## src/design/cmx_map.svh

```systemverilog
// Register offsets, field positions, reset values and counts of the clock multiplier block
`ifndef CMX_MAP_SVH
`define CMX_MAP_SVH

`define CMX_OFF_MULT_CTRL 32'h0000_0000
`define CMX_OFF_EXT_CTRL 32'h0000_0004
`define CMX_OFF_IRQ_STAT 32'h0000_0008
`define CMX_OFF_IRQ_MASK 32'h0000_000C

`define CMX_BIT_MULT_EN 7
`define CMX_BIT_MULT_INIT 6
`define CMX_BIT_MULT_LOCK 5
`define CMX_SCALE_MSB 4
`define CMX_SCALE_LSB 2
`define CMX_SRC_TIMES4 1
`define CMX_SRC_EXT 0

`define CMX_BIT_XTAL_VALID 7
`define CMX_MODE_MSB 6
`define CMX_MODE_LSB 4
`define CMX_FREQ_MSB 2
`define CMX_FREQ_LSB 0

`define CMX_IRQ_LOCK_GAIN 0
`define CMX_IRQ_LOCK_LOSS 1
`define CMX_IRQ_XTAL_VALID 2

`define CMX_MULT_RST 8'h00
`define CMX_EXT_RST 8'h00
`define CMX_IRQ_RST 3'h0

`define CMX_LOCK_EDGES 8'h08
`define CMX_REF_TIMEOUT 16'h0400
`define CMX_BASE_X4 3'h2
`define CMX_BASE_X2 3'h4

`endif

```

## src/design/cmx_pkg.sv

```systemverilog
// Types and decode functions of the clock multiplier block
package cmx_pkg;

  typedef logic [31:0] cmx_word_t;

  typedef enum logic [2:0] {
    ST_IDLE = 3'h1,
    ST_LOCKING = 3'h2,
    ST_LOCKED = 3'h4
  } cmx_lock_state_t;

  typedef enum logic [2:0] {
    EXT_OFF = 3'h0,
    EXT_RSVD = 3'h1,
    EXT_CMOS = 3'h2,
    EXT_CMOS_DIV2 = 3'h3,
    EXT_RC = 3'h4,
    EXT_CAP = 3'h5,
    EXT_XTAL = 3'h6,
    EXT_XTAL_DIV2 = 3'h7
  } cmx_ext_mode_t;

  // External drive enabled in every mode except off and reserved
  function automatic logic cmx_ext_on(input logic [2:0] mode);
    return (mode != EXT_OFF) && (mode != EXT_RSVD);
  endfunction

  // Crystal or resonator mode
  function automatic logic cmx_is_xtal(input logic [2:0] mode);
    return (mode == EXT_XTAL) || (mode == EXT_XTAL_DIV2);
  endfunction

  // Modes with a divide by two stage
  function automatic logic cmx_is_div2(input logic [2:0] mode);
    return (mode == EXT_CMOS_DIV2) || (mode == EXT_XTAL_DIV2);
  endfunction

endpackage

```

## src/design/cmx_scale_if.sv

```systemverilog
// Link between the control logic and the output scaler
`timescale 1ns/1ps
interface cmx_scale_if;
  logic run;
  logic times4;
  logic [2:0] scale;
  logic clk_out;

  modport ctrl (output run, output times4, output scale, input clk_out);
  modport scaler (input run, input times4, input scale, output clk_out);
endinterface

```

## src/design/cmx_clock_mult.sv

```systemverilog
// Clock multiplier control, lock tracking, oscillator pin claims and AHB-Lite registers
`timescale 1ns/1ps
`include "cmx_map.svh"
module cmx_clock_mult (
  input wire logic clk,
  input wire logic rst_b,
  input wire logic hsel,
  input cmx_pkg::cmx_word_t haddr,
  input wire logic [1:0] htrans,
  input wire logic hwrite,
  input wire logic [2:0] hsize,
  input cmx_pkg::cmx_word_t hwdata,
  input wire logic hready,
  output cmx_pkg::cmx_word_t hrdata,
  output logic hreadyout,
  output logic hresp,
  input wire logic int_osc_clk,
  input wire logic osc_pin_in,
  input wire logic osc_pin_out_level,
  input wire logic ext_osc_amp_ok,
  output logic mult_clk_out,
  output logic mult_locked_flag,
  output logic port0_pin2_claim,
  output logic port0_pin3_claim,
  output logic irq
);
  import cmx_pkg::*;

  typedef struct packed {
    logic [3:0] sync1;
    logic [3:0] sync2;
    logic int_prev;
    logic ext_raw_prev;
    logic ext_div;
    logic xtal_valid_prev;
    cmx_lock_state_t lock_st;
    logic [7:0] edge_cnt;
    logic [15:0] quiet_cnt;
    logic [7:0] mult_ctrl;
    logic [7:0] ext_ctrl;
    logic [2:0] irq_stat;
    logic [2:0] irq_mask;
    logic dp_pend;
    logic dp_write;
    cmx_word_t dp_addr;
    cmx_word_t hrdata;
    logic hreadyout;
    logic hresp;
    logic irq;
    logic clk_out;
    logic locked;
    logic claim2;
    logic claim3;
  } cmx_top_state_t;

  cmx_top_state_t q_r;
  cmx_top_state_t q_nxt;

  cmx_scale_if sif ();

  cmx_scaler u_scaler (
    .clk(clk),
    .rst_b(rst_b),
    .sif(sif)
  );

  assign sif.run = (q_r.lock_st == ST_LOCKED);
  assign sif.times4 = q_r.mult_ctrl[`CMX_SRC_TIMES4];
  assign sif.scale = q_r.mult_ctrl[`CMX_SCALE_MSB:`CMX_SCALE_LSB];

  // Read view of a register
  function automatic cmx_word_t cmx_read(input cmx_top_state_t q, input logic xtal_valid);
    cmx_word_t d;
    d = 32'h0000_0000;
    if (q.dp_addr == `CMX_OFF_MULT_CTRL) begin
      d[7:0] = q.mult_ctrl;
      d[`CMX_BIT_MULT_LOCK] = (q.lock_st == ST_LOCKED);
    end else if (q.dp_addr == `CMX_OFF_EXT_CTRL) begin
      d[7:0] = q.ext_ctrl;
      d[`CMX_BIT_XTAL_VALID] = xtal_valid;
    end else if (q.dp_addr == `CMX_OFF_IRQ_STAT) begin
      d[2:0] = q.irq_stat;
    end else if (q.dp_addr == `CMX_OFF_IRQ_MASK) begin
      d[2:0] = q.irq_mask;
    end
    return d;
  endfunction

  always_comb begin
    logic [2:0] mode;
    logic ext_raw;
    logic ext_rise;
    logic ext_edge;
    logic int_edge;
    logic ref_edge;
    logic xtal_valid;
    logic wr_mult;
    logic wr_ext;
    logic wr_stat;
    logic wr_mask;
    logic init_start;
    logic drop;
    logic [2:0] ev;
    logic [2:0] clr;
    q_nxt = q_r;
    mode = q_r.ext_ctrl[`CMX_MODE_MSB:`CMX_MODE_LSB];
    ev = 3'h0;
    clr = 3'h0;

    // Input synchronisers: oscillator inputs and amplitude detector
    q_nxt.sync1 = {ext_osc_amp_ok, osc_pin_out_level, osc_pin_in, int_osc_clk};
    q_nxt.sync2 = q_r.sync1;

    // Reference edges of the selected multiplier input
    int_edge = q_r.sync2[0] && !q_r.int_prev;
    q_nxt.int_prev = q_r.sync2[0];
    ext_raw = cmx_is_xtal(mode) ? q_r.sync2[1] : q_r.sync2[2];
    q_nxt.ext_raw_prev = ext_raw;
    ext_rise = ext_raw && !q_r.ext_raw_prev && cmx_ext_on(mode);
    if (ext_rise) begin
      q_nxt.ext_div = !q_r.ext_div;
    end
    if (!cmx_ext_on(mode)) begin
      q_nxt.ext_div = 1'b0;
    end
    ext_edge = cmx_is_div2(mode) ? (ext_rise && !q_r.ext_div) : ext_rise;
    ref_edge = q_r.mult_ctrl[`CMX_SRC_EXT] ? ext_edge : int_edge;

    xtal_valid = cmx_is_xtal(mode) && q_r.sync2[3];
    q_nxt.xtal_valid_prev = xtal_valid;
    ev[`CMX_IRQ_XTAL_VALID] = xtal_valid && !q_r.xtal_valid_prev;

    // Register strobes, applied in the data phase
    wr_mult = q_r.dp_pend && q_r.dp_write && (q_r.dp_addr == `CMX_OFF_MULT_CTRL);
    wr_ext = q_r.dp_pend && q_r.dp_write && (q_r.dp_addr == `CMX_OFF_EXT_CTRL);
    wr_stat = q_r.dp_pend && q_r.dp_write && (q_r.dp_addr == `CMX_OFF_IRQ_STAT);
    wr_mask = q_r.dp_pend && q_r.dp_write && (q_r.dp_addr == `CMX_OFF_IRQ_MASK);

    // AHB-Lite slave: one wait state, registered read data
    q_nxt.hresp = 1'b0;
    if (q_r.dp_pend) begin
      q_nxt.dp_pend = 1'b0;
      q_nxt.hreadyout = 1'b1;
      if (!q_r.dp_write) begin
        q_nxt.hrdata = cmx_read(q_r, xtal_valid);
      end
    end else if (hsel && hready && htrans[1]) begin
      q_nxt.dp_pend = 1'b1;
      q_nxt.dp_write = hwrite;
      q_nxt.dp_addr = haddr;
      q_nxt.hreadyout = 1'b0;
    end

    if (wr_mult) begin
      q_nxt.mult_ctrl = hwdata[7:0];
      q_nxt.mult_ctrl[`CMX_BIT_MULT_LOCK] = 1'b0;
    end
    if (wr_ext) begin
      q_nxt.ext_ctrl = 8'h00;
      q_nxt.ext_ctrl[`CMX_MODE_MSB:`CMX_MODE_LSB] = hwdata[`CMX_MODE_MSB:`CMX_MODE_LSB];
      q_nxt.ext_ctrl[`CMX_FREQ_MSB:`CMX_FREQ_LSB] = hwdata[`CMX_FREQ_MSB:`CMX_FREQ_LSB];
    end
    if (wr_mask) begin
      q_nxt.irq_mask = hwdata[2:0];
    end
    if (wr_stat) begin
      clr = hwdata[2:0];
    end

    // Initialization only counts when the multiplier was already enabled
    init_start = wr_mult && q_r.mult_ctrl[`CMX_BIT_MULT_EN]
                 && hwdata[`CMX_BIT_MULT_EN] && hwdata[`CMX_BIT_MULT_INIT];
    drop = !q_nxt.mult_ctrl[`CMX_BIT_MULT_EN] || (wr_mult && (hwdata[7:0] == 8'h00));

    // Lock tracking
    case (q_r.lock_st)
      ST_IDLE: begin
        q_nxt.edge_cnt = 8'h00;
        q_nxt.quiet_cnt = 16'h0000;
      end
      ST_LOCKING: begin
        if (ref_edge) begin
          q_nxt.edge_cnt = q_r.edge_cnt + 8'h01;
          if (q_r.edge_cnt >= (`CMX_LOCK_EDGES - 8'h01)) begin
            q_nxt.lock_st = ST_LOCKED;
            q_nxt.quiet_cnt = 16'h0000;
            ev[`CMX_IRQ_LOCK_GAIN] = 1'b1;
          end
        end
      end
      ST_LOCKED: begin
        if (ref_edge) begin
          q_nxt.quiet_cnt = 16'h0000;
        end else if (q_r.quiet_cnt >= `CMX_REF_TIMEOUT) begin
          q_nxt.lock_st = ST_IDLE;
          ev[`CMX_IRQ_LOCK_LOSS] = 1'b1;
        end else begin
          q_nxt.quiet_cnt = q_r.quiet_cnt + 16'h0001;
        end
      end
      default: begin
        q_nxt.lock_st = ST_IDLE;
      end
    endcase

    if (drop) begin
      q_nxt.lock_st = ST_IDLE;
      q_nxt.edge_cnt = 8'h00;
      ev[`CMX_IRQ_LOCK_LOSS] = (q_r.lock_st == ST_LOCKED);
      ev[`CMX_IRQ_LOCK_GAIN] = 1'b0;
    end else if (init_start) begin
      q_nxt.lock_st = ST_LOCKING;
      q_nxt.edge_cnt = 8'h00;
      q_nxt.quiet_cnt = 16'h0000;
      ev[`CMX_IRQ_LOCK_LOSS] = (q_r.lock_st == ST_LOCKED);
      ev[`CMX_IRQ_LOCK_GAIN] = 1'b0;
    end

    // Sticky status: a new event wins over a clear in the same cycle
    q_nxt.irq_stat = (q_r.irq_stat & ~clr) | ev;
    q_nxt.irq = |(q_nxt.irq_stat & q_nxt.irq_mask);

    // Registered outputs
    q_nxt.locked = (q_nxt.lock_st == ST_LOCKED);
    q_nxt.clk_out = sif.clk_out;
    q_nxt.claim2 = cmx_is_xtal(q_nxt.ext_ctrl[`CMX_MODE_MSB:`CMX_MODE_LSB]);
    q_nxt.claim3 = cmx_ext_on(q_nxt.ext_ctrl[`CMX_MODE_MSB:`CMX_MODE_LSB]);
  end

  always_ff @(posedge clk or negedge rst_b) begin
    if (!rst_b) begin
      q_r <= '0;
      q_r.lock_st <= ST_IDLE;
      q_r.mult_ctrl <= `CMX_MULT_RST;
      q_r.ext_ctrl <= `CMX_EXT_RST;
      q_r.irq_stat <= `CMX_IRQ_RST;
      q_r.irq_mask <= `CMX_IRQ_RST;
      q_r.hreadyout <= 1'b1;
    end else begin
      q_r <= q_nxt;
    end
  end

  assign hrdata = q_r.hrdata;
  assign hreadyout = q_r.hreadyout;
  assign hresp = q_r.hresp;
  assign irq = q_r.irq;
  assign mult_clk_out = q_r.clk_out;
  assign mult_locked_flag = q_r.locked;
  assign port0_pin2_claim = q_r.claim2;
  assign port0_pin3_claim = q_r.claim3;

endmodule

```

## src/design/cmx_scaler.sv

```systemverilog
// Output waveform generator: base period and 2/N pulse scaling
`timescale 1ns/1ps
`include "cmx_map.svh"
module cmx_scaler (
  input wire logic clk,
  input wire logic rst_b,
  cmx_scale_if.scaler sif
);
  import cmx_pkg::*;

  typedef struct packed {
    logic [2:0] phase;
    logic [2:0] period_cnt;
    logic out;
  } cmx_scl_state_t;

  cmx_scl_state_t q_r;
  cmx_scl_state_t q_nxt;

  always_comb begin
    logic [2:0] per_m1;
    logic [2:0] n_m1;
    q_nxt = q_r;
    per_m1 = sif.times4 ? (`CMX_BASE_X4 - 3'h1) : (`CMX_BASE_X2 - 3'h1);
    n_m1 = 3'h1;
    if (sif.times4) begin
      n_m1 = (sif.scale < 3'h1) ? 3'h1 : sif.scale;
    end
    if (!sif.run) begin
      q_nxt.phase = 3'h0;
      q_nxt.period_cnt = 3'h0;
      q_nxt.out = 1'b0;
    end else begin
      q_nxt.out = (q_r.period_cnt < 3'h2) && (q_r.phase <= (per_m1 >> 1));
      if (q_r.phase >= per_m1) begin
        q_nxt.phase = 3'h0;
        q_nxt.period_cnt = (q_r.period_cnt >= n_m1) ? 3'h0 : q_r.period_cnt + 3'h1;
      end else begin
        q_nxt.phase = q_r.phase + 3'h1;
      end
    end
  end

  always_ff @(posedge clk or negedge rst_b) begin
    if (!rst_b) begin
      q_r <= '0;
    end else begin
      q_r <= q_nxt;
    end
  end

  assign sif.clk_out = q_r.out;

endmodule

```

## config.mk

```make
export PLATFORM = sky130hd
export DESIGN_NAME = cmx_clock_mult
export DESIGN_NICKNAME = d
export VERILOG_FILES = /design/src/design/cmx_pkg.sv /design/src/design/cmx_scale_if.sv /design/src/design/cmx_clock_mult.sv /design/src/design/cmx_scaler.sv
export VERILOG_INCLUDE_DIRS = /design/src /design/src/design
export SDC_FILE = /design/constraint.sdc
export NUM_CORES = 1
export LEC_CHECK = 0
export BUFFER_PORTS_ARGS = -buffer_cell sky130_fd_sc_hd__buf_4
export CAP_MARGIN = 20
export CORE_UTILIZATION = 25
export CTS_CLUSTER_DIAMETER = 120
export DETAILED_ROUTE_END_ITERATION = 10
export PLACE_DENSITY = 0.48
export SLEW_MARGIN = 20
export SYNTH_ARGS = -nofsm -noshare
export SYNTH_HDL_FRONTEND = slang
export SYNTH_SLANG_ARGS = --single-unit
```

## constraint.sdc

```tcl
create_clock -name clk -period 3.3 [get_ports clk]
set_clock_uncertainty 0.1 [all_clocks]
set_input_delay 0.495 -clock clk [delete_from_list [all_inputs] [get_ports clk]]
set_output_delay 0.495 -clock clk [all_outputs]
set_load 0.005 [all_outputs]
```

# --- Word-level counts from Yosys, hierarchy flattened ---
# Index checks and enable logic that the tools add are counted.
# W data, S select, Z words.
op_classes:
  n_shift: 0
  div: 0
  multipliers: 0
  order_cmp: 7
  n_reduce_logical: 39
  addsub: 4
  bitwise_logic: 6
  n_eq_ne: 17
  mux: 46
op_table:
  columns: ["operator", "n"]
  rows:
  - ["$eq A32 B4 Y1 const B", 2]
  - ["$mux W16", 4]
  - ["$mux W27", 2]
  - ["$pmux W16 S3", 1]
  - ["$mux W3", 13]
  - ["$mux W34", 1]
  - ["$eq A32 B3 Y1 const B", 1]
  - ["$logic_not A32 Y1", 1]
  - ["$logic_and A1 B1 Y1", 20]
  - ["$eq A3 B3 Y1 const B", 6]
  - ["$add A16 B1 Y16 const B", 1]
  - ["$ge A16 B11 Y1 const B", 1]
  - ["$mux W8", 2]
  - ["$pmux W8 S2", 1]
  - ["$mux W1", 14]
  - ["$mux W7", 2]
  - ["$mux W11", 1]
  - ["$pmux W3 S3", 1]
  - ["$add A8 B1 Y8 const B", 1]
  - ["$ge A8 B3 Y1 const B", 1]
  - ["$logic_not A8 Y1", 1]
  - ["$add A3 B1 Y3 const B", 2]
  - ["$and A3 B3 Y3", 2]
  - ["$eq A3 B2 Y1 const B", 2]
  - ["other kinds (21)", 36]
totals:
  memories: 0
  romBits: 0
  ram_bits: 0
  latch_bits: 0
  in_bits: 78
  regBits: 113

# --- Longest topological paths before layout ---
# Gate-level depths: netlist (run 1).
depth:
  depth_word: 15
  mapped_depth: 8
  mapped_depth_nobuf: 8

# --- Cells and area by module ---
# From an unflattened synthesis (run 1), not the netlist that was laid out.
unflattened:
  cells_unflattened: 526
  hier_area_um2: 5353.9
modules_own_cells:
  columns: ["mod", "instances", "seq_area_each_um2", "cells_per_inst", "area_per_inst_um2"]
  rows:
  - ["cmx_clock_mult", 1, 2655.0, 488, 4916.0]
  - ["cmx_scaler", 1, 175.2, 38, 437.9]

# --- Worst setup path after synthesis (run 1) ---
# OpenSTA, ideal clock, no wires.
synth_timing:
  path_type: "reg-to-reg"
  startpoint: "reg q_r[85] in the netlist's numbering"
  endpoint: "reg q_r (netlist bit irq)"
  setup_ns: 0.126
  path_slack_ns: 0.953
  stages_incl_launch_ff: 9
  arrival_ns: 2.121
  required_ns: 3.074
  period_less_slack_ns: 2.347
  path_cell_list: "dfrtp_1 -> buf_6 -> a21bo_4 -> a2111oi_4 -> or3_1 -> buf_6 -> nor2_2 -> or3_4 -> a221o_1"
synth_rtl:
  columns: ["element", "line", "rtl"]
  rows:
  - ["from (decl)", "cmx_clock_mult.sv:56", "cmx_top_state_t q_r;"]
  - ["from (signal assigned)", "cmx_clock_mult.sv:240", "q_r <= q_nxt;"]

# --- Worst setup path in the final report (run 1) ---
layout_timing:
  startpoint: "reg q_r[58] in the netlist's numbering"
  endpoint: "reg q_r[116] in the netlist's numbering"
layout_via:
  elab_chain_cells: 7
layout_rtl:
  columns: ["element", "line", "rtl"]
  rows:
  - ["$logic_not A32 Y1 (no source line) *", null, null]
  - ["$logic_and A1 B1 Y1 *", "cmx_clock_mult.sv:134", "wr_mult = q_r.dp_pend && q_r.dp_write && (q_r.dp_addr == `CMX_OFF_MULT_CTRL);"]
  - ["$mux W8 or $logic_and A1 B1 Y1 (tied branches)", "cmx_clock_mult.sv:154, cmx_clock_mult.sv:171", null]
  - ["$logic_not A1 Y1 or $logic_and A1 B1 Y1 (tied branches)", "cmx_clock_mult.sv:173, cmx_clock_mult.sv:171", null]
  - ["$logic_or A1 B1 Y1 or $logic_and A1 B1 Y1 (tied branches)", "cmx_clock_mult.sv:173, cmx_clock_mult.sv:171", null]
  - ["$ne A4 B4 Y1 (no source line), or another cell as far along", null, null]
  - ["$reduce_and A2 Y1 (no source line) or $mux W11 (tied branches)", null, null]
# Mark *: on every way between the ends. The rest lies on a longest branch, timed or not.
# A chain may end at the register's enable or synchronous reset.

==> results of run 1 <==
[routing by layer]
layer	up-vias	part of all wire, %	global-route usage [%]
li1	1894	-	-
met1	1862	49	15.5
met2	94	45	17.4
met3	12	5.3	4.35
met4	0	1.1	3.97
met5	-	0	0
[cell type report]
class,count,area share (%)
sequential,113,42.8
clock buffer,22,7.47
multi-input combinational,377,32.8
tap,270,5.11
inverter,14,0.795
timing repair buffer,72,8.66
clock inverter,10,2.33
[worst paths after layout]
check                              to  cells past startpoint
setup / recovery             q_r[116]                      6
hold / removal                q_r[59]                      2
setup reg to reg             q_r[116]                      6
hold reg to reg              q_r[127]                      0
max in group asynchronous    q_r[120]                      2
min in group clk           q_nxt[129]                      1
[power groups by stage]
stage / Clock (mW) / Sequential (mW) / Combinational (mW)
detailed placement: 0 / 1.55 / 0.220
finish: 1.99 / 1.53 / 0.219
global route: 2.11 / 1.54 / 0.255
floorplan: 0 / 1.52 / 0.153
CTS: 2.03 / 1.53 / 0.221
global placement: 0 / 1.55 / 0.215
[cells by family (layout without fill, tap and decap cells)]
| family | Yosys count | after routing |
|---|---|---|
| AOI/OAI and AO/OA | 79 | 79 |
| xor gates and xnor gates | 2 | 2 |
| adders and majority gates | 10 | 10 |
| buffers and inverters | 63 | 118 |
| DFF | 113 | 113 |
| muxes | 21 | 21 |
| other | 1 | 25 |
| and+or+nand+nor | 240 | 240 |
[state kept, by name, indices dropped and copies added (netlist names), named ones only]
| name | cells |
|---|---|
| hrdata | 8 |
| hreadyout | 1 |
| irq | 1 |
| mult_clk_out | 1 |
| mult_locked_flag | 1 |
| port0_pin2_claim | 1 |
| port0_pin3_claim | 1 |
| q_nxt | 5 |
| q_r | 86 |
| u_scaler.q_r | 6 |
| u_scaler.sif.clk_out | 1 |
[placed cells by master (no fill, tap or decap), types with 7 or more instances in the layout]
master,n
nor3_1,9
ha_1,10
clkbuf_16,17
buf_4,70
nor2_1,25
nand2b_1,7
dfrtp_1,111
a21oi_1,21
mux2_2,15
and2_1,9
inv_1,13
nand2_1,126
o21ai_0,26
nand3_1,11
nor4_1,15
conb_1,25
==> run_results.csv, run 1 <==
group,metric,value,unit
run_status,status,"finished clean",
clock_tree,ctsLongestPathBuffers,2,
yosys,synth-seq-cells,113,
grt,first_global_vias,3974,
floorplan,dieArea,21800,sq um
placement,dp_cells,845,
critical_path,crit_path_start_kind,"flop",
floorplan,core,20500,sq um
floorplan,num_io_pins,117,
yosys,synth_seq_area_share,53.3,%
clock_tree,ctsHoldBuffers,0,
yosys,synth_commonest_cells,"nand2_1 (126), dfrtp_1 (111), buf_4 (33)",
floorplan,start_util,25.9,%
layout,finish.utilization,32.3,%
critical_path,crit_type,"flop to flop",
clock_tree,clk_pin_slew_worst_paths,0.05,ns
clock_tree,cts_made_buffers,17,
critical_path,slowest_delay,0.44,ns
layout,syn2layout_area_growth,24.6,%
critical_path,worstPathBufferInverterCount,0,
timing,timing.final.ws_setup,0.524,ns
power,p_comb_share,5.9,%
min_path,worstHoldPathType,"primary input to asynchronous set/reset pin",
clock_tree,cts_resized,0,
timing,timing.fmax,360,MHz
yosys,synth_edf_count,0,
power,finalPower,3.73,mW
placement,dp_worst_setup_slack,0.461,ns
grt,grt_max_degree,114,
yosys,synth_area_leaders,"dfrtp_1 (52%), nand2_1 (8.9%), buf_4 (4.7%), mux2_2 (3.2%), o21ai_0 (2.5%)",
clock_tree,cts_tree,"done",
timing,drv_slew,0,
grt,globalRouteTotalUtil,11.6,%
yosys,synth_adder_area_share,2.36,%
timing,hold_slack,0.0507,ns
yosys,muxShareOfSynthArea,5.02,%
clock_tree,cts_root_buffer,"clkbuf_16",
critical_path,crit_fanout,11,
yosys,async_flop_share,100,%
timing,setup_viol,0,
critical_path,crit_path_end_kind,"flop",
yosys,synth_cell_types,59,
layout,diodes,0,
placement,gp_congestion,0.762,
power,p_leak,3.19,nW
yosys,syn-instance-count,529,
layout,fin_cells,878,
grt,gr-total-overflow,0,
yosys,yosysTopAreaCell,"dfrtp_1",
critical_path,cp_cell_sequence,"nor4_1 > nand4_1 > o31ai_1 > and2_1 > nor2_1 > a221o_1",
drt,drc,0,
drt,drt_pre_antenna_iters,4,
clock_tree,cts.sinks,113,
clock_tree,clk_latency,0.41,ns
timing,rsz0062_at_grt,"no",
critical_path,reg2reg_from,"q_r[58]",
yosys,syn_area,5310,sq um
timing,max_slew_margin,57.6,%
layout,final_area,6610,sq um
critical_path,arrival,2.97,ns
placement,portBuffers,63,
critical_path,crit_family,"simple AND/OR/NAND/NOR gates",
floorplan,rows,52,
power,internal-power,2.93,mW
yosys,synth_xor_area_share,0.330,%
timing,min_period_over_period,84.1,%
drt,routed_wl,11.7,mm
critical_path,required,3.49,ns
floorplan,fp.dieH,148,um
layout,layout-drive-gt1-share,23.0,%
drt,num_vias,3862,
power,ir_worst_vdd,0.270,mV
yosys,synth_compound_area_share,9.90,%
power,p_clk_share,53.2,%
drt,drt_iter0_markers,263,
layout,multi_input_area,2170,sq um
placement,place_area,5940,sq um
layout,seq_area,2830,sq um
yosys,yosysTopAreaCellShare,52.3,%
grt,grt_pass1_wl,19.9,mm
critical_path,worst_path_max_delay_cell,"and2_1",
yosys,synth_top_family_by_area,"simple AND/OR/NAND/NOR gates",
yosys,yosys.area_share.simple,21.6,%
power,powerDensity,564,nW/um^2
timing,finalSetupTns,0,ns
yosys,syn_avg_cell_area,10.0,sq um
layout,finish.net_count,683,
job,cap_violations,0,
drt,ant_nets,0,
power,p_sw_share,21.5,%
yosys,synth-warning-count,0,
timing,worst_slew_pin_slew,0.636,ns
timing,layout_min_cycle_time,2.78,ns
critical_path,r2r_setup_slack,0.52,ns
critical_path,cp-startpoint,"q_r[58]",
placement,hpwl,8.12,mm
layout,fillCellCount,2134,
drt,vias_per_cell,4.40,
drt,wire_per_inst,13.3,um
clock_tree,postCtsSetupBuffers,0,
yosys,yosysMostFrequentCell,"nand2_1",
power,power.switching,803,uW
clock_tree,cts-htree-levels,4,
floorplan,die_w,148,um
power,pwr-share-seq,41.0,%
yosys,synth_top_flop_cell,"dfrtp_1",
grt,grt_antenna_before_repair,0,
timing,hold_viol,0,
Note: power is estimated with default switching activity, not from simulation.
==> inputs of run 2 (changes only) <==
==> constraint.sdc (replaced) <==
create_clock -name clk -period 2.81 [get_ports clk]
set_clock_uncertainty 0.1 [all_clocks]
set_input_delay 0.4215 -clock clk [delete_from_list [all_inputs] [get_ports clk]]
set_output_delay 0.4215 -clock clk [all_outputs]
set_load 0.005 [all_outputs]
==> run_results.csv, run 2 (same netlist as run 1, synthesis figures left out) <==
group,metric,value,unit
timing,timing.final.ws_setup,0.187,ns
placement,hpwl,8.58,mm
critical_path,crit_path_start_kind,"flop",
run_status,status,"finished clean",
critical_path,crit_cells,6,
layout,finish.net_count,697,
power,p_leak,3.21,nW
grt,first_global_vias,4042,
timing,layout_min_cycle_time,2.62,ns
critical_path,crit_type,"flop to flop",
timing,rsz0062_at_grt,"no",
grt,grt_pass1_wl,20.0,mm
critical_path,worst_path_max_delay_cell,"or3_1",
layout,regMostFlops,"q_r",
timing,setup_viol,0,
placement,portBuffers,63,
critical_path,cp_cell_sequence,"nor4_1 > nand4_2 > or3_1 > and3b_2 > or3_4 > a221o_1",
clock_tree,clk_latency,0.42,ns
critical_path,crit_path_end_kind,"flop",
critical_path,crit_family,"simple AND/OR/NAND/NOR gates",
floorplan,num_io_pins,117,
clock_tree,clk_pin_slew_worst_paths,0.05,ns
floorplan,fp.dieH,148,um
grt,globalRouteTotalUtil,11.9,%
timing,hold_viol,0,
power,finalPower,4.28,mW
drt,ant_nets,0,
timing,timing.fmax,381,MHz
grt,grt_antenna_before_repair,0,
timing,drv_slew,0,
clock_tree,cts_root_buffer,"clkbuf_16",
min_path,worstHoldPathType,"primary input to flop",
grt,grt_max_degree,53,
layout,diodes,0,
grt,gr-total-overflow,0,
floorplan,core,20500,sq um
floorplan,start_util,25.9,%
drt,routed_wl,11.9,mm
layout,layout-drive-gt1-share,23.8,%
timing,finalSetupTns,0,ns
drt,vias_per_cell,4.46,
floorplan,dieArea,21800,sq um
power,powerDensity,640,nW/um^2
critical_path,arrival,2.82,ns
timing,min_period_over_period,93.4,%
min_path,whs_path_depth,3,
layout,largest_reg_flops,86,
clock_tree,ctsLongestPathBuffers,2,
clock_tree,cts.sinks,113,
drt,drc,0,
placement,dp_worst_setup_slack,0.206,ns
clock_tree,postCtsSetupBuffers,0,
critical_path,worstPathBufferInverterCount,0,
layout,final_common_cell,"nand2_1",
floorplan,rows,52,
critical_path,required,3.00,ns
drt,drt_pre_antenna_iters,5,
layout,syn2layout_area_growth,25.9,%
drt,num_vias,3975,
drt,wire_per_inst,13.4,um
power,ir_worst_vdd,0.367,mV
timing,max_slew_margin,58.2,%
job,cap_violations,0,
critical_path,crit_fanout,7,
clock_tree,cts-htree-levels,4,
clock_tree,cts_tree,"done",
floorplan,die_w,148,um
critical_path,rr_worst_depth,6,
timing,worst_slew_pin_slew,0.626,ns
placement,gp_congestion,0.784,
critical_path,slowest_delay,0.46,ns
drt,drt_iter0_markers,186,
layout,final_cell_mix,"nand2_1 (126), dfrtp_1 (111), buf_4 (79)",
clock_tree,cts_made_buffers,17,
## run 2: repair_timing
action                                 4_1_cts  5_1_grt
hold buffers                                 5        0
resized for setup                            0        1
endpoints found under the hold margin       48        0
setup endpoints to repair                    0        1
## run 2: metal layers
metal / track usage, % / share of wire [%]
met3: 3.98 / 5.6
met2: 18.4 / 46
met4: 5.77 / 2.3
met1: 14.8 / 46
met5: 0 / 0
## run 2: path summary, 6_finish.rpt
path                       startpoint        to  slack [ns]
max                           q_r[49]       irq        0.19
min                         haddr[14]   q_r[53]        0.09
max reg2reg                   q_r[49]       irq        0.19
min reg2reg                q_nxt[127]  q_r[127]        0.25
max in group asynchronous       rst_b  q_r[119]        1.39
min in group asynchronous       rst_b   q_r[58]        0.46
## run 2: worst register-to-register path: cells and delay by family (launching register included)
kind            cells  cell delay (ns)
flops               1             0.38
compound gates      1             0.32
simple gates        5             1.71
## run 2: through the flow
stage	hold WS, ns	instance area [sq um]	utilization (%)	instances
6_report	0.0931	6680	32.6	892
5_1_grt	0.0772	6680	32.6	892
4_1_cts	0.0722	6670	32.6	891
3_5_place_dp	0.235	6010	29.3	854
3_3_place_gp	0.235	6010	29.3	854
2_1_floorplan	0.0259	5400	-	553
## run 2: power by group
part	switching, mW	internal (mW)
clock	0.732	1.48
sequential	0.0606	1.73
combinational	0.147	0.127
total	0.939	3.34
## run 2: final cells by class
class	count	area (sq um)
multi-input combinational	377	2170
clock buffer	23	488
sequential	113	2830
inverter	14	52.6
clock inverter	9	130
tap	270	338
timing repair buffer	86	668
fill	2114	13800
==> inputs of run 3 (changes only) <==
--- a/config.mk
+++ b/config.mk
@@ -8,10 +8,10 @@
 export LEC_CHECK = 0
 export BUFFER_PORTS_ARGS = -buffer_cell sky130_fd_sc_hd__buf_4
 export CAP_MARGIN = 20
-export CORE_UTILIZATION = 25
+export CORE_UTILIZATION = 50
 export CTS_CLUSTER_DIAMETER = 120
 export DETAILED_ROUTE_END_ITERATION = 10
-export PLACE_DENSITY = 0.48
+export PLACE_DENSITY = 0.79
 export SLEW_MARGIN = 20
 export SYNTH_ARGS = -nofsm -noshare
 export SYNTH_HDL_FRONTEND = slang
==> run_results.csv, run 3 (same netlist as run 1, synthesis figures left out) <==
group,metric,value,unit
grt,met2_usage,40.4,%
layout,regMostFlops,"q_r",
layout,diodes,0,
placement,hpwl,7.38,mm
layout,seq_area,2830,sq um
timing,rsz0062_at_grt,"no",
drt,drt_iter0_markers,163,
grt,grt_busiest_layer,"met2",
placement,portBuffers,63,
timing,timing.fmax,378,MHz
critical_path,arrival,2.94,ns
critical_path,crit_path_end_kind,"flop",
grt,grt_antenna_before_repair,0,
layout,final_common_cell,"nand2_1",
timing,layout_min_cycle_time,2.64,ns
layout,final_cell_mix,"nand2_1 (126), dfrtp_1 (111), buf_4 (78)",
timing,min_period_over_period,94.1,%
layout,finish.utilization,65.1,%
placement,gp_congestion,0.812,
timing,max_slew_margin,52.4,%
drt,drc,0,
grt,grt_use_met3,5.99,%
clock_tree,cts-htree-levels,4,
timing,hold_viol,0,
timing,finalSetupTns,0,ns
critical_path,crit_path_start_kind,"flop",
drt,drt_pre_antenna_iters,5,
layout,syn2layout_area_growth,26.7,%
layout,fillCellCount,768,
power,p_clk_share,49.8,%
floorplan,core,10300,sq um
grt,grt_pass1_wl,19.9,mm
power,ir_worst_vdd,0.362,mV
drt,vias_per_cell,5.35,
clock_tree,cts_tree,"done",
floorplan,num_io_pins,117,
clock_tree,ctsLongestPathBuffers,2,
critical_path,crit_type,"flop to flop",
grt,use_met1,27.8,%
timing,drv_slew,0,
power,p_comb_share,7.4,%
floorplan,dieArea,11000,sq um
timing,worst_slew_pin_slew,0.711,ns
floorplan,fp.dieH,105,um
floorplan,die_w,105,um
layout,largest_reg_flops,86,
layout,finish.net_count,721,
job,cap_violations,0,
timing,setup_viol,0,
drt,routed_wl,11.7,mm
power,p_sw_share,22.6,%
min_path,worstHoldPathType,"primary input to flop",
layout,layout-drive-gt1-share,22.8,%
grt,globalRouteTotalUtil,23.2,%
power,powerDensity,622,nW/um^2
power,internal-power,3.24,mW
grt,gr-total-overflow,0,
floorplan,start_util,51.4,%
drt,ant_nets,0,
grt,first_global_vias,4301,
clock_tree,cts_root_buffer,"clkbuf_8",
layout,multi_input_area,2180,sq um
grt,grt_max_degree,46,
power,power.switching,945,uW
run_status,status,"finished clean",
drt,num_vias,4180,
clock_tree,cts.sinks,113,
critical_path,crit_fanout,10,
power,p_leak,3.31,nW
critical_path,required,3.11,ns
clock_tree,cts_made_buffers,17,
drt,wire_per_inst,15.0,um
power,pwr-share-seq,42.7,%
floorplan,rows,37,
clock_tree,clk_pin_slew_worst_paths,0.06,ns
clock_tree,clk_latency,0.52,ns
-- run 3: cell types whose count changed in the layout (fill, tap and decap cells not counted), sizes merged --
cell | before | now
clkbuf | 24 | 20
clkinvlp | 4 | 2
dlygate4sd3 | 5 | 31
buf | 80 | 79
clkinv | 3 | 8
-- run 3: path summary, 6_finish.rpt --
path	endpoint	startpoint	depth (start not counted)	slack (ns)
min in group asynchronous	hrdata[4]	rst_b	2	0.35
max in group asynchronous	mult_locked_flag	rst_b	3	1.51
hold reg to reg	mult_clk_out	u_scaler.sif.clk_out	0	0.25
setup / recovery	q_r[116]	q_r[84]	7	0.17
hold / removal	q_r[58]	haddr[19]	3	0.009
setup reg to reg	q_r[116]	q_r[84]	7	0.17
-- run 3: per-layer routing --
layer	up-vias	part of all wire, %
met5	-	0
met2	142	52
met1	2045	42
met3	18	4.7
li1	1975	-
met4	0	1.6
-- run 3: metrics by stage --
stage               setup WS (ns)  hold WS [ns]  area (sq um)  total power [mW]  cells
finish                      0.166       0.00943          6720              4.18    782
floorplan                   0.463        0.0259          5400              1.97    553
detailed placement          0.145         0.236          5820              2.08    717
global route               0.0416       0.00897          6720              4.34    782
CTS                        0.0815       0.00277          6700              4.20    780
global placement            0.228         0.234          5820              2.07    717
-- run 3: layout make-up --
cell class / count / area share, %
Sequential cell: 113 / 42.1
Multi-Input combinational cell: 377 / 32.4
Timing Repair Buffer: 110 / 13.6
Clock buffer: 20 / 6.48
Tap cell: 136 / 2.53
Clock inverter: 12 / 2.08
Inverter: 14 / 0.782
-- run 3: repair_timing --
item	CTS	global route
setup buffers	0	2
hold buffers	31	0
gates resized for setup	0	1
endpoints found under the hold margin	70	0
setup endpoints to repair	0	2
-- run 3: critical path, cell delays in order (launching register included) --
cell and delay, ns:
dfrtp_1 0.52, nand3_1 0.24, a2111oi_4 0.51, buf_4 0.19, o21ai_0 0.09, a21oi_1 0.34
nor2_1 0.17, a221o_1 0.37
-- run 3: power groups by stage --
stage / sequential [mW] / combinational [mW] / clock [mW]
after global placement: 1.81 / 0.263 / 0
after CTS: 1.79 / 0.309 / 2.10
after detailed placement: 1.81 / 0.272 / 0
final: 1.79 / 0.311 / 2.08
after global routing: 1.80 / 0.349 / 2.19
after floorplan: 1.79 / 0.179 / 0
